**src/logic/cbag_consts.vh**
```
// Purpose: Shared constants of the bus control and address generator
// Assumes: 8-bit data, 16-bit address, one 200 MHz clock
// Notes: Included by bare name; definitions only
// Overview of operation
// RULE1: Fully static; every register holds when idle
// RULE2: Strobe high on reads, low on writes
// RULE3: Strobe floats while bus enable low
// RULE4: Bus enable gates address, data, strobe drivers
// RULE5: Ready low halts core, address held
// RULE6: Ready high again resumes on next edge
// RULE7: Wait instruction pulls ready and wait low
// RULE8: Reset held two cycles; ready ignored then
// RULE9: Reset touches only decimal and interrupt-disable bits
// RULE10: Reset sets interrupt-disable, clears decimal
// RULE11: Reset release runs exactly seven-cycle sequence
// RULE12: Sequence loads counter from FFFC, FFFD
// RULE13: Falling set-overflow input sets overflow flag
// RULE14: Opcode-fetch marker high for whole fetch cycle
// RULE15: Ready low during opcode fetch stops core
// RULE16: Vector pull low while reading vector bytes
// RULE17: Vectors FFFE break/irq, FFFC reset, FFFA nmi
// RULE18: Absolute address is low then high operand
// RULE19: Indirect jump pointer, optional index, low first
// RULE20: Absolute indexed adds index to 16-bit operand
// RULE21: Immediate is byte two; implied single byte
// RULE22: Taken branch adds offset to program counter
// RULE23: Branch offset sign-extended to sixteen bits
// RULE24: Stack page fixed at one, pointer low
// RULE25: Zero page high byte is zero
`ifndef CBAG_CONSTS_VH
`define CBAG_CONSTS_VH

`define CBAG_VEC_BREAK_IRQ 16'hFFFE
`define CBAG_VEC_RESET 16'hFFFC
`define CBAG_VEC_NMI 16'hFFFA
`define CBAG_STACK_PAGE 8'h01
`define CBAG_ZERO_PAGE 8'h00

`define CBAG_RESET_CYCLES 3'h7
`define CBAG_RESET_VEC_LO_CYC 3'h5
`define CBAG_RESET_VEC_HI_CYC 3'h6
`define CBAG_RESET_HOLD_MIN 2

`define CBAG_STATUS_RESET 8'h34
`define CBAG_BIT_DECIMAL 3
`define CBAG_BIT_IRQ_DIS 2
`define CBAG_BIT_OVERFLOW 6

`define CBAG_OP_FETCH_OP 4'h0
`define CBAG_OP_FETCH_LO 4'h1
`define CBAG_OP_FETCH_HI 4'h2
`define CBAG_OP_IMPLIED 4'h3
`define CBAG_OP_ABS 4'h4
`define CBAG_OP_ABS_X 4'h5
`define CBAG_OP_ABS_Y 4'h6
`define CBAG_OP_ZP 4'h7
`define CBAG_OP_STACK 4'h8
`define CBAG_OP_JUMP_IND 4'h9
`define CBAG_OP_BRANCH 4'hA
`define CBAG_OP_VECTOR 4'hB
`define CBAG_OP_JUMP_ABS 4'hC

`define CBAG_VSEL_BREAK_IRQ 2'h0
`define CBAG_VSEL_NMI 2'h1
`define CBAG_VSEL_RESET 2'h2

`endif

```
**src/logic/cbag_bus_ctrl.v**
```verilog
// Purpose: Bus strobe, stall, reset sequence and address generation of the core
// Assumes: Core sequencer issues one request at a time; reset, ready and set-overflow pins pass two flip-flops
// Notes: Address, data and strobe output enables follow the bus enable pin without a clock, by design; the ready enable is registered
`timescale 1ns/1ps
`include "cbag_consts.vh"
`default_nettype none
module cbag_bus_ctrl (
  input wire ref_clk,
  input wire rst,
  input wire reset_in_n,
  input wire ready_in,
  input wire set_overflow_in_n,
  input wire bus_drive_enable,
  input wire [7:0] data_in,
  input wire req_valid,
  input wire [3:0] req_op,
  input wire req_write,
  input wire [7:0] req_wdata,
  input wire req_use_x,
  input wire req_cond_met,
  input wire [1:0] req_vec_sel,
  input wire [7:0] index_x,
  input wire [7:0] index_y,
  input wire [7:0] stack_ptr,
  input wire wait_for_interrupt_instr,
  input wire wake,
  input wire status_wr,
  input wire [7:0] status_wdata,
  output reg [15:0] addr_out,
  output wire addr_oe,
  output reg [7:0] data_out,
  output wire data_oe,
  output reg read_write_strobe,
  output wire rw_oe,
  output reg ready_out,
  output reg ready_oe,
  output reg wait_n,
  output reg opcode_fetch,
  output reg vector_pull_n,
  output reg busy,
  output reg req_taken,
  output reg done,
  output reg [7:0] rdata,
  output reg [15:0] pc_out,
  output reg [7:0] status_out,
  output reg reset_active
);
  localparam ST_HOLD = 3'h0;
  localparam ST_RSEQ = 3'h1;
  localparam ST_IDLE = 3'h2;
  localparam ST_ACC = 3'h3;
  localparam ST_SECOND = 3'h4;

  wire rst_pin_s;
  wire rdy_s;
  wire so_s;
  reg [2:0] state;
  reg [2:0] cnt;
  reg [7:0] op_lo;
  reg [7:0] op_hi;
  reg [7:0] tmp_lo;
  reg [3:0] cur_op;
  reg cur_cond;
  reg so_d;
  reg [15:0] req_addr;
  reg req_is_data;
  reg [15:0] sext_off;

  cbag_sync #(.RESET_VAL(1'b0)) u_sync_rst (
    .ref_clk(ref_clk),
    .rst(rst),
    .din(reset_in_n),
    .dout(rst_pin_s)
  );

  cbag_sync #(.RESET_VAL(1'b1)) u_sync_rdy (
    .ref_clk(ref_clk),
    .rst(rst),
    .din(ready_in),
    .dout(rdy_s)
  );

  cbag_sync #(.RESET_VAL(1'b1)) u_sync_so (
    .ref_clk(ref_clk),
    .rst(rst),
    .din(set_overflow_in_n),
    .dout(so_s)
  );

  // Bus enable is asynchronous, so the pin gates the drivers directly
  assign addr_oe = bus_drive_enable; // RULE4
  assign data_oe = bus_drive_enable & ~read_write_strobe; // RULE4
  assign rw_oe = bus_drive_enable; // RULE3

  always @* begin
    sext_off = {{8{op_lo[7]}}, op_lo}; // RULE23
    req_is_data = 1'b0;
    case (req_op)
      `CBAG_OP_ABS: begin
        req_addr = {op_hi, op_lo}; // RULE18
        req_is_data = 1'b1;
      end
      `CBAG_OP_ABS_X: begin
        req_addr = {op_hi, op_lo} + {8'h00, index_x}; // RULE20
        req_is_data = 1'b1;
      end
      `CBAG_OP_ABS_Y: begin
        req_addr = {op_hi, op_lo} + {8'h00, index_y}; // RULE20
        req_is_data = 1'b1;
      end
      `CBAG_OP_ZP: begin
        req_addr = {`CBAG_ZERO_PAGE, op_lo}; // RULE25
        req_is_data = 1'b1;
      end
      `CBAG_OP_STACK: begin
        req_addr = {`CBAG_STACK_PAGE, stack_ptr}; // RULE24
        req_is_data = 1'b1;
      end
      `CBAG_OP_JUMP_IND: begin
        req_addr = {op_hi, op_lo} + (req_use_x ? {8'h00, index_x} : 16'h0000); // RULE19
      end
      `CBAG_OP_VECTOR: begin
        case (req_vec_sel)
          `CBAG_VSEL_NMI: req_addr = `CBAG_VEC_NMI; // RULE17
          `CBAG_VSEL_RESET: req_addr = `CBAG_VEC_RESET; // RULE17
          default: req_addr = `CBAG_VEC_BREAK_IRQ; // RULE17
        endcase
      end
      default: begin
        req_addr = pc_out;
      end
    endcase
  end

  // Status register: set-overflow edge beats a software write
  always @(posedge ref_clk) begin
    if (rst) begin
      status_out <= `CBAG_STATUS_RESET;
      so_d <= 1'b1;
    end else begin
      so_d <= so_s;
      if (status_wr) begin
        status_out <= status_wdata;
      end
      if (!rst_pin_s) begin
        status_out[`CBAG_BIT_IRQ_DIS] <= 1'b1; // RULE9 RULE10
        status_out[`CBAG_BIT_DECIMAL] <= 1'b0; // RULE9 RULE10
      end
      if (so_d && !so_s) begin
        status_out[`CBAG_BIT_OVERFLOW] <= 1'b1; // RULE13
      end
    end
  end

  // Wait handshake; a new wait beats a simultaneous wake
  always @(posedge ref_clk) begin
    if (rst) begin
      ready_out <= 1'b0;
      ready_oe <= 1'b0;
      wait_n <= 1'b1;
    end else begin
      ready_out <= 1'b0;
      if (wait_for_interrupt_instr && rst_pin_s) begin
        ready_oe <= 1'b1; // RULE7
        wait_n <= 1'b0; // RULE7
      end else if (wake || !rst_pin_s) begin
        ready_oe <= 1'b0;
        wait_n <= 1'b1;
      end
    end
  end

  always @(posedge ref_clk) begin
    if (rst) begin
      state <= ST_HOLD;
      cnt <= 3'h0;
      op_lo <= 8'h00;
      op_hi <= 8'h00;
      tmp_lo <= 8'h00;
      cur_op <= `CBAG_OP_FETCH_OP;
      cur_cond <= 1'b0;
      pc_out <= 16'h0000;
      addr_out <= 16'h0000;
      data_out <= 8'h00;
      read_write_strobe <= 1'b1;
      opcode_fetch <= 1'b0;
      vector_pull_n <= 1'b1;
      busy <= 1'b1;
      req_taken <= 1'b0;
      done <= 1'b0;
      rdata <= 8'h00;
      reset_active <= 1'b1;
    end else begin
      done <= 1'b0;
      req_taken <= 1'b0;
      if (!rst_pin_s) begin
        // Ready has no say while the reset pin is low
        state <= ST_HOLD; // RULE8
        read_write_strobe <= 1'b1;
        opcode_fetch <= 1'b0;
        vector_pull_n <= 1'b1;
        busy <= 1'b1;
        reset_active <= 1'b1;
      end else begin
        case (state)
          ST_HOLD: begin
            // First cycle with the pin high is the rising edge
            state <= ST_RSEQ; // RULE11
            cnt <= 3'h0;
            addr_out <= {`CBAG_STACK_PAGE, stack_ptr};
            read_write_strobe <= 1'b1;
          end
          ST_RSEQ: begin
            if (rdy_s) begin // RULE5 RULE6
              cnt <= cnt + 3'h1;
              if (cnt + 3'h1 == `CBAG_RESET_VEC_LO_CYC) begin
                addr_out <= `CBAG_VEC_RESET; // RULE12
                vector_pull_n <= 1'b0; // RULE16
              end else if (cnt + 3'h1 == `CBAG_RESET_VEC_HI_CYC) begin
                addr_out <= `CBAG_VEC_RESET + 16'h0001; // RULE12
              end
              if (cnt == `CBAG_RESET_VEC_LO_CYC) begin
                tmp_lo <= data_in;
              end
              if (cnt == `CBAG_RESET_CYCLES - 3'h1) begin
                pc_out <= {data_in, tmp_lo}; // RULE12
                vector_pull_n <= 1'b1;
                state <= ST_IDLE; // RULE11
                busy <= 1'b0;
                reset_active <= 1'b0;
              end
            end
          end
          ST_IDLE: begin
            // Requests wait while ready is low: nothing moves
            if (req_valid && rdy_s) begin // RULE5
              state <= ST_ACC;
              busy <= 1'b1;
              req_taken <= 1'b1;
              cur_op <= req_op;
              cur_cond <= req_cond_met;
              addr_out <= req_addr;
              data_out <= req_wdata;
              read_write_strobe <= ~(req_write & req_is_data); // RULE2
              opcode_fetch <= (req_op == `CBAG_OP_FETCH_OP); // RULE14
              vector_pull_n <= ~(req_op == `CBAG_OP_VECTOR); // RULE16
            end
          end
          ST_ACC: begin
            // Without ready every register but req_taken keeps its value, fetch included
            if (rdy_s) begin // RULE1 RULE5 RULE6 RULE15
              rdata <= data_in;
              case (cur_op)
                `CBAG_OP_FETCH_OP: pc_out <= pc_out + 16'h0001;
                `CBAG_OP_FETCH_LO: begin
                  op_lo <= data_in; // RULE21
                  pc_out <= pc_out + 16'h0001;
                end
                `CBAG_OP_FETCH_HI: begin
                  op_hi <= data_in; // RULE18
                  pc_out <= pc_out + 16'h0001;
                end
                `CBAG_OP_BRANCH: begin
                  if (cur_cond) begin
                    pc_out <= pc_out + sext_off; // RULE22
                  end
                end
                `CBAG_OP_JUMP_ABS: pc_out <= {op_hi, op_lo};
                default: pc_out <= pc_out;
              endcase
              if (cur_op == `CBAG_OP_JUMP_IND || cur_op == `CBAG_OP_VECTOR) begin
                tmp_lo <= data_in; // RULE19
                addr_out <= addr_out + 16'h0001;
                state <= ST_SECOND;
              end else begin
                state <= ST_IDLE;
                done <= 1'b1;
                busy <= 1'b0;
                read_write_strobe <= 1'b1;
                opcode_fetch <= 1'b0;
                vector_pull_n <= 1'b1;
              end
            end
          end
          ST_SECOND: begin
            if (rdy_s) begin // RULE5 RULE6
              rdata <= data_in;
              pc_out <= {data_in, tmp_lo}; // RULE19
              state <= ST_IDLE;
              done <= 1'b1;
              busy <= 1'b0;
              vector_pull_n <= 1'b1;
            end
          end
          default: begin
            state <= ST_HOLD;
          end
        endcase
      end
    end
  end
endmodule
`default_nettype wire

```
**src/logic/cbag_sync.v**
```verilog
// Purpose: Two-stage synchroniser for pin inputs
// Assumes: Input is asynchronous to ref_clk
// Notes: First stage feeds only the second stage
`timescale 1ns/1ps
`default_nettype none
module cbag_sync #(
  parameter RESET_VAL = 1'b1
) (
  input wire ref_clk,
  input wire rst,
  input wire din,
  output reg dout
);
  reg stage1;

  always @(posedge ref_clk) begin
    if (rst) begin
      stage1 <= RESET_VAL;
      dout <= RESET_VAL;
    end else begin
      stage1 <= din;
      dout <= stage1;
    end
  end
endmodule
`default_nettype wire

```
**config.mk**
```make
export PLATFORM = sky130hd
export DESIGN_NAME = cbag_bus_ctrl
export DESIGN_NICKNAME = d
export VERILOG_FILES = /design/src/logic/cbag_bus_ctrl.v /design/src/logic/cbag_sync.v
export VERILOG_INCLUDE_DIRS = /design/src /design/src/logic
export SDC_FILE = /design/constraint.sdc
export NUM_CORES = 1
export LEC_CHECK = 0
export ABC_AREA = 0
export BUFFER_PORTS_ARGS = -buffer_cell sky130_fd_sc_hd__buf_2
export CORE_ASPECT_RATIO = 1.5
export CORE_MARGIN = 2
export CORE_UTILIZATION = 35
export DETAILED_ROUTE_END_ITERATION = 7
export PLACE_DENSITY = 0.54
export SLEW_MARGIN = 40
export SYNTH_ARGS = -nofsm -noshare
export SYNTH_HDL_FRONTEND = slang
export SYNTH_SLANG_ARGS = --single-unit
export TNS_END_PERCENT = 100
```
**constraint.sdc**
```tcl
create_clock -name ref_clk -period 5.05 [get_ports ref_clk]
set_input_delay 1.01 -clock ref_clk [delete_from_list [all_inputs] [get_ports ref_clk]]
set_output_delay 1.01 -clock ref_clk [all_outputs]
set_load 0.005 [all_outputs]
```
======== Word-level counts from Yosys, hierarchy flattened ========
Index checks and enable logic that the tools add are counted.
W data, S select, Z words.
storage, ports and cells
  flip-flop bits (word level) ............. 107
  bits of input ports ..................... 67
cells by class
  add/sub/neg operators ................... 7
  eq/ne operators ......................... 35
  muxes and demuxes ....................... 62
  bitwise gates (word level) .............. 7
  reductions and logical operators ........ 38
operators with widths
  cell                     number
  $mux W16                 11
  $pmux W16 S7             1
  $pmux W16 S3             2
  $pmux W16 S4             1
  $add A16 B8 Y16          3
  $mux W8                  5
  $add A16 B1 Y16 const B  2
  $eq A4 B4 Y1 const B     7
  $mux W1                  25
  $mux W3                  7
  $reduce_and A7 Y1        3
  $add A16 B16 Y16         1
  $eq A4 B3 Y1 const B     4
  $pmux W8 S2              1
  $reduce_and A4 Y1        4
  $eq A3 B3 Y1 const B     5
  $pmux W3 S5              1
  $pmux W3 S2              2
  $reduce_and A3 Y1        4
  $ne A2 B2 Y1 const B     5
  $reduce_bool A2 Y1       5
  $ne A3 B3 Y1 const B     3
  $logic_not A4 Y1         2
  $pmux W1 S4              2
  26 further kinds         43

======== Depth between registers and ports, before layout ========
  depth in word-level cells ............... 7
  mapped depth ............................ 15
  mapped depth without buffers ............ 13

======== Modules after synthesis ========
Synthesis repeated with hierarchy kept, for this count alone.
second synthesis, totals
  cells, all modules ...................... 917
  area total of the unflattened synthesis .. 6,969.2 µm²
modules (own cells, without submodules)
  module         instances  cells an instance  area each (µm²)  seq. area each (µm²)
  cbag_bus_ctrl  1          905                6,811.5          2,021.9
  cbag_sync      3          4                  52.6             40.0

======== Worst setup path before layout ========
OpenSTA, ideal clock, no wires.
  path type ............................... input to register
  start ................................... input port req_op[1]
  end ..................................... register addr_out[12]
  arrival time ............................ 3,867 ps
  required time ........................... 4,976 ps
  setup slack ............................. 1,109 ps
  stages .................................. 14
  buffers on the path ..................... 2
  path through ............................ buf_2 or2_0 clkbuf_1 nor3_1 nor2_1 a22o_1 ha_1 inv_1 fa_1 nand3b_1 a21o_1 a211o_1 or4_1 a31oi_1
on the way
  longest elaborated chain between the ends .. 4
  elaborated cells between the ends (all ways) .. 10
RTL lines
  item                                          line                 RTL
  start, declared                               cbag_bus_ctrl.v:16   input wire [3:0] req_op,
  $eq A4 B4 Y1 or $eq A4 B3 Y1 (tied branches)  cbag_bus_ctrl.v:98   case (req_op)
  $pmux W16 S7 *                                cbag_bus_ctrl.v:98
  $mux W16 *                                    cbag_bus_ctrl.v:236  if (req_valid && rdy_s) begin
  $pmux W16 S4 *                                cbag_bus_ctrl.v:205  case (state)
  end signal, assigned                          cbag_bus_ctrl.v:210  addr_out <= {`CBAG_STACK_PAGE, stack_ptr};
  end signal, assigned                          cbag_bus_ctrl.v:217  addr_out <= `CBAG_VEC_RESET;
  end signal, assigned                          cbag_bus_ctrl.v:242  addr_out <= req_addr;
  end, declared                                 cbag_bus_ctrl.v:29   output reg [15:0] addr_out,
Every way passes the cells marked *; elsewhere a longest branch is shown, timed or not. The select of a mux whose other input is x is not followed.
A chain may end at the register's enable or synchronous reset.

======== Final worst setup path ========
  start ................................... input port req_op[1]
  end ..................................... register addr_out[10]
Same word-level chain as after synthesis.

==> impl_results.md <==
* Via-to-Cell Ratio at 5.53
* Maximum vdd drop at 0.163 mV
* Cell Int Power at 1.33 mW
* Post-synth net total at 968
* Iteration-0 DRC Markers at 438
* Stages on the worst setup path at 14
* Fin area at 8190 um^2
* Max_slew headroom at 49.6%
* Worst setup path class: in2reg
* IO Pins at 136
* Sequential Power Share at 47.9%
* Root buf cell: clkbuf_16
* HPWL Detailed at 18,600 um
* Sw frac at 26.4%
* Final clock skew at 0.0134 ns
* Worst Max-Slew Pin Slew at 0.753 ns
* First-pass GRT wire length at 37,100 um
* Commonest non-fill, non-tap cells in the layout: buf_2 (134), nor2_1 (118), dfxtp_1 (107)
* Port Buffer Count at 134
* Critical path data arrival time at 4.42 ns
* Flop2flop setup slack at 1.41 ns
* Setup TNS Final at 0 ns
* Syn Inst Count at 868
* Final setup viols at 0
* Syn_area_per_cell at 8.09 um^2
* CP Buf/Inv Count at 2
* Crit Path Max Fanout at 18
* Core region area at 19,700 um^2
* PD cells at 221 nW/um^2
* Largest net degree at the start of global routing at 64
* Final worst path period share at 82.9%
* Initial core utilization at 35.6%
* Max-cap viol count at 0
* Post-route ant nets at 0
* Syn Std Cell Area at 7020 um^2
* CTS buffer count at 9
* Nets at 1,075
* Reg2reg end: pc_out[12]
* Final WL at 23,800 um
* Max frequency at 239 MHz
* Worst path cell trace: buf_2, or2_0, nor3_1, nor2_1, a22o_1, ha_1, inv_1, fa_1, nand3b_1, a21o_1, a211o_1, a21o_1, a211oi_1, o22ai_1
* Residual DRC count at 0
* Top FF cell, synth: dfxtp_1
* Die Wd at 120 um
* Flops & latches, synth at 107
* Reg2reg start: cur_op[1]
* Die area at 21,200 um^2
* 1st-pass router iterations at 5
* Most common cell after layout, fill and taps aside: buf_2
* Cell Rows at 63
* Logic pwr share at 10.4%
* Wire per inst at 19.2 um
* Yosys cell types at 87
* Status: completed
* Async SR Flop Fraction at 0%
* NetSw at 479 uW
* Critical Path Sink: addr_out[10]
* Antenna violations before repair at 0
* Max-slew violations at 0
* Clock Power Share at 41.7%
* Post-CTS Hold Buffers at 0
* Delay-heaviest family, CP: compound AO/OA/AOI/OAI gates
* Clock Sinks at 107
* Placed Area at 7880 um^2
* Vias in the first global route at 6,476
* Hold Vio Cnt, Final at 0
* Post-CTS Setup Bufs at 0
* # diodes at 0
* Startpoint types: primary input
* Routability cong. at 0.934
* Ys Warns at 0
* Total number of vias at 6,852
* CTS clk-pin slew, worst paths at 0.07 ns
* Area Overhead vs Synth at 16.7%
* Setup crit start: req_op[1]
* Proportion of layout cells with a drive suffix above 1 at 19.2%
* Clk_lat worst skew at 0.37 ns
* Tmin final at 4.19 ns
* Post-CTS resize count at 0
* H-tree depth at 3
* WHS at 0.410 ns
* RSZ-0062 raised after global routing: no
* GR Util All Layers at 22.4%
* Worst r2r path cells at 9
* Clk buf depth at 2
* HP Class: reg2reg
* Core Util, Final at 41.6%
* Crit path required time at 5.28 ns
* Die Ht at 177 um
* CTS tree: done
* P_leak at 3.63 nW
* Global route overflow at 0
* Post-synth EDFFs at 0
* Max incr delay on CP at 0.43 ns
* Register area share after synthesis at 30.5%
* Element type at the critical path end: flop
* Most frequent CP cell: a21o_1
* Worst path slowest cell: or2_0
==> how the worst min path moves through the flow <==
stage,depth (start not counted),startpoint,slack [ns],endpoint
4_1_cts,1,u_sync_so.stage1,0.41,u_sync_so.dout
5_1_grt,1,u_sync_rdy.stage1,0.43,u_sync_rdy.dout
3_3_place_gp,1,u_sync_so.stage1,0.39,u_sync_so.dout
6_report,1,u_sync_so.stage1,0.41,u_sync_so.dout
3_5_place_dp,1,u_sync_so.stage1,0.40,u_sync_so.dout
2_1_floorplan,1,u_sync_rdy.stage1,0.39,u_sync_rdy.dout
==> stage by stage <==
stage	total power, mW	instances	setup WS (ns)
floorplan	0.993	868	1.11
global placement	1.07	1224	0.588
detailed placement	1.07	1224	0.506
CTS	1.83	1240	0.887
global route	1.89	1240	0.604
finish	1.81	1240	0.865
==> kinds of logic after synthesis <==
logic type	share of synthesized area (%)
simple gates	21.7
compound gates	25.0
xor+xnor	3.62
mux	8.29
fa+ha+maj	6.09
flops	30.5
buf+inv	4.83
other cells	0.0534
==> flip-flops by register name, summed over array words and instances, names as in the netlist, 8 cells and up <==
| register | count |
|---|---|
| data_out | 8 |
| pc_out | 16 |
| status_out | 8 |
| tmp_lo | 8 |
| op_lo | 8 |
| addr_out | 16 |
| op_hi | 8 |
| rdata | 8 |
==> Yosys cell counts, types with 5 or more instances <==
cell | instances | area (um^2)
nor2_1 | 119 | 447
dfxtp_1 | 107 | 2140
a21oi_1 | 70 | 350
mux2i_1 | 57 | 571
nand2_1 | 52 | 195
o21ai_0 | 47 | 235
clkbuf_1 | 33 | 124
ha_1 | 31 | 388
inv_1 | 26 | 97.6
a211oi_1 | 21 | 158
nor3_1 | 18 | 90.1
nand3_1 | 17 | 85.1
xnor2_1 | 16 | 140
a21o_1 | 14 | 105
nor2b_1 | 14 | 87.6
xor2_1 | 13 | 114
nand2b_1 | 12 | 75.1
and2_1 | 10 | 62.6
a221oi_1 | 9 | 78.8
a22o_1 | 9 | 78.8
buf_2 | 9 | 45.0
a31oi_1 | 8 | 50.1
and3_1 | 8 | 50.1
o21a_1 | 8 | 60.1
or2_2 | 8 | 50.1
nand4_1 | 6 | 37.5
or3_1 | 6 | 37.5
o221ai_1 | 5 | 43.8
o22ai_1 | 5 | 31.3
==> per-layer routing <==
layer | wire length, um | GRT usage [%]
met4 | 626 | 8.63
met3 | 1110 | 2.83
met2 | 11700 | 38.3
met5 | 0 | 0
met1 | 10400 | 28.6
==> area by class of cell <==
class / count / area (um^2)
clock inverters: 6 / 68.8
clock buffers: 10 / 239
fillers: 2128 / 11500
inverters: 26 / 97.6
well taps: 260 / 325
multi-input cells: 683 / 4540
repair buffers: 148 / 776
flip-flops and latches: 107 / 2140
==> power by group through the flow <==
stage / clock, mW / sequential [mW] / combinational [mW]
2_1_floorplan: 0 / 0.886 / 0.107
3_3_place_gp: 0 / 0.888 / 0.186
3_5_place_dp: 0 / 0.889 / 0.186
4_1_cts: 0.771 / 0.869 / 0.187
5_1_grt: 0.818 / 0.871 / 0.205
6_report: 0.756 / 0.868 / 0.188
No activity file was read; power rests on OpenSTA's default activity.
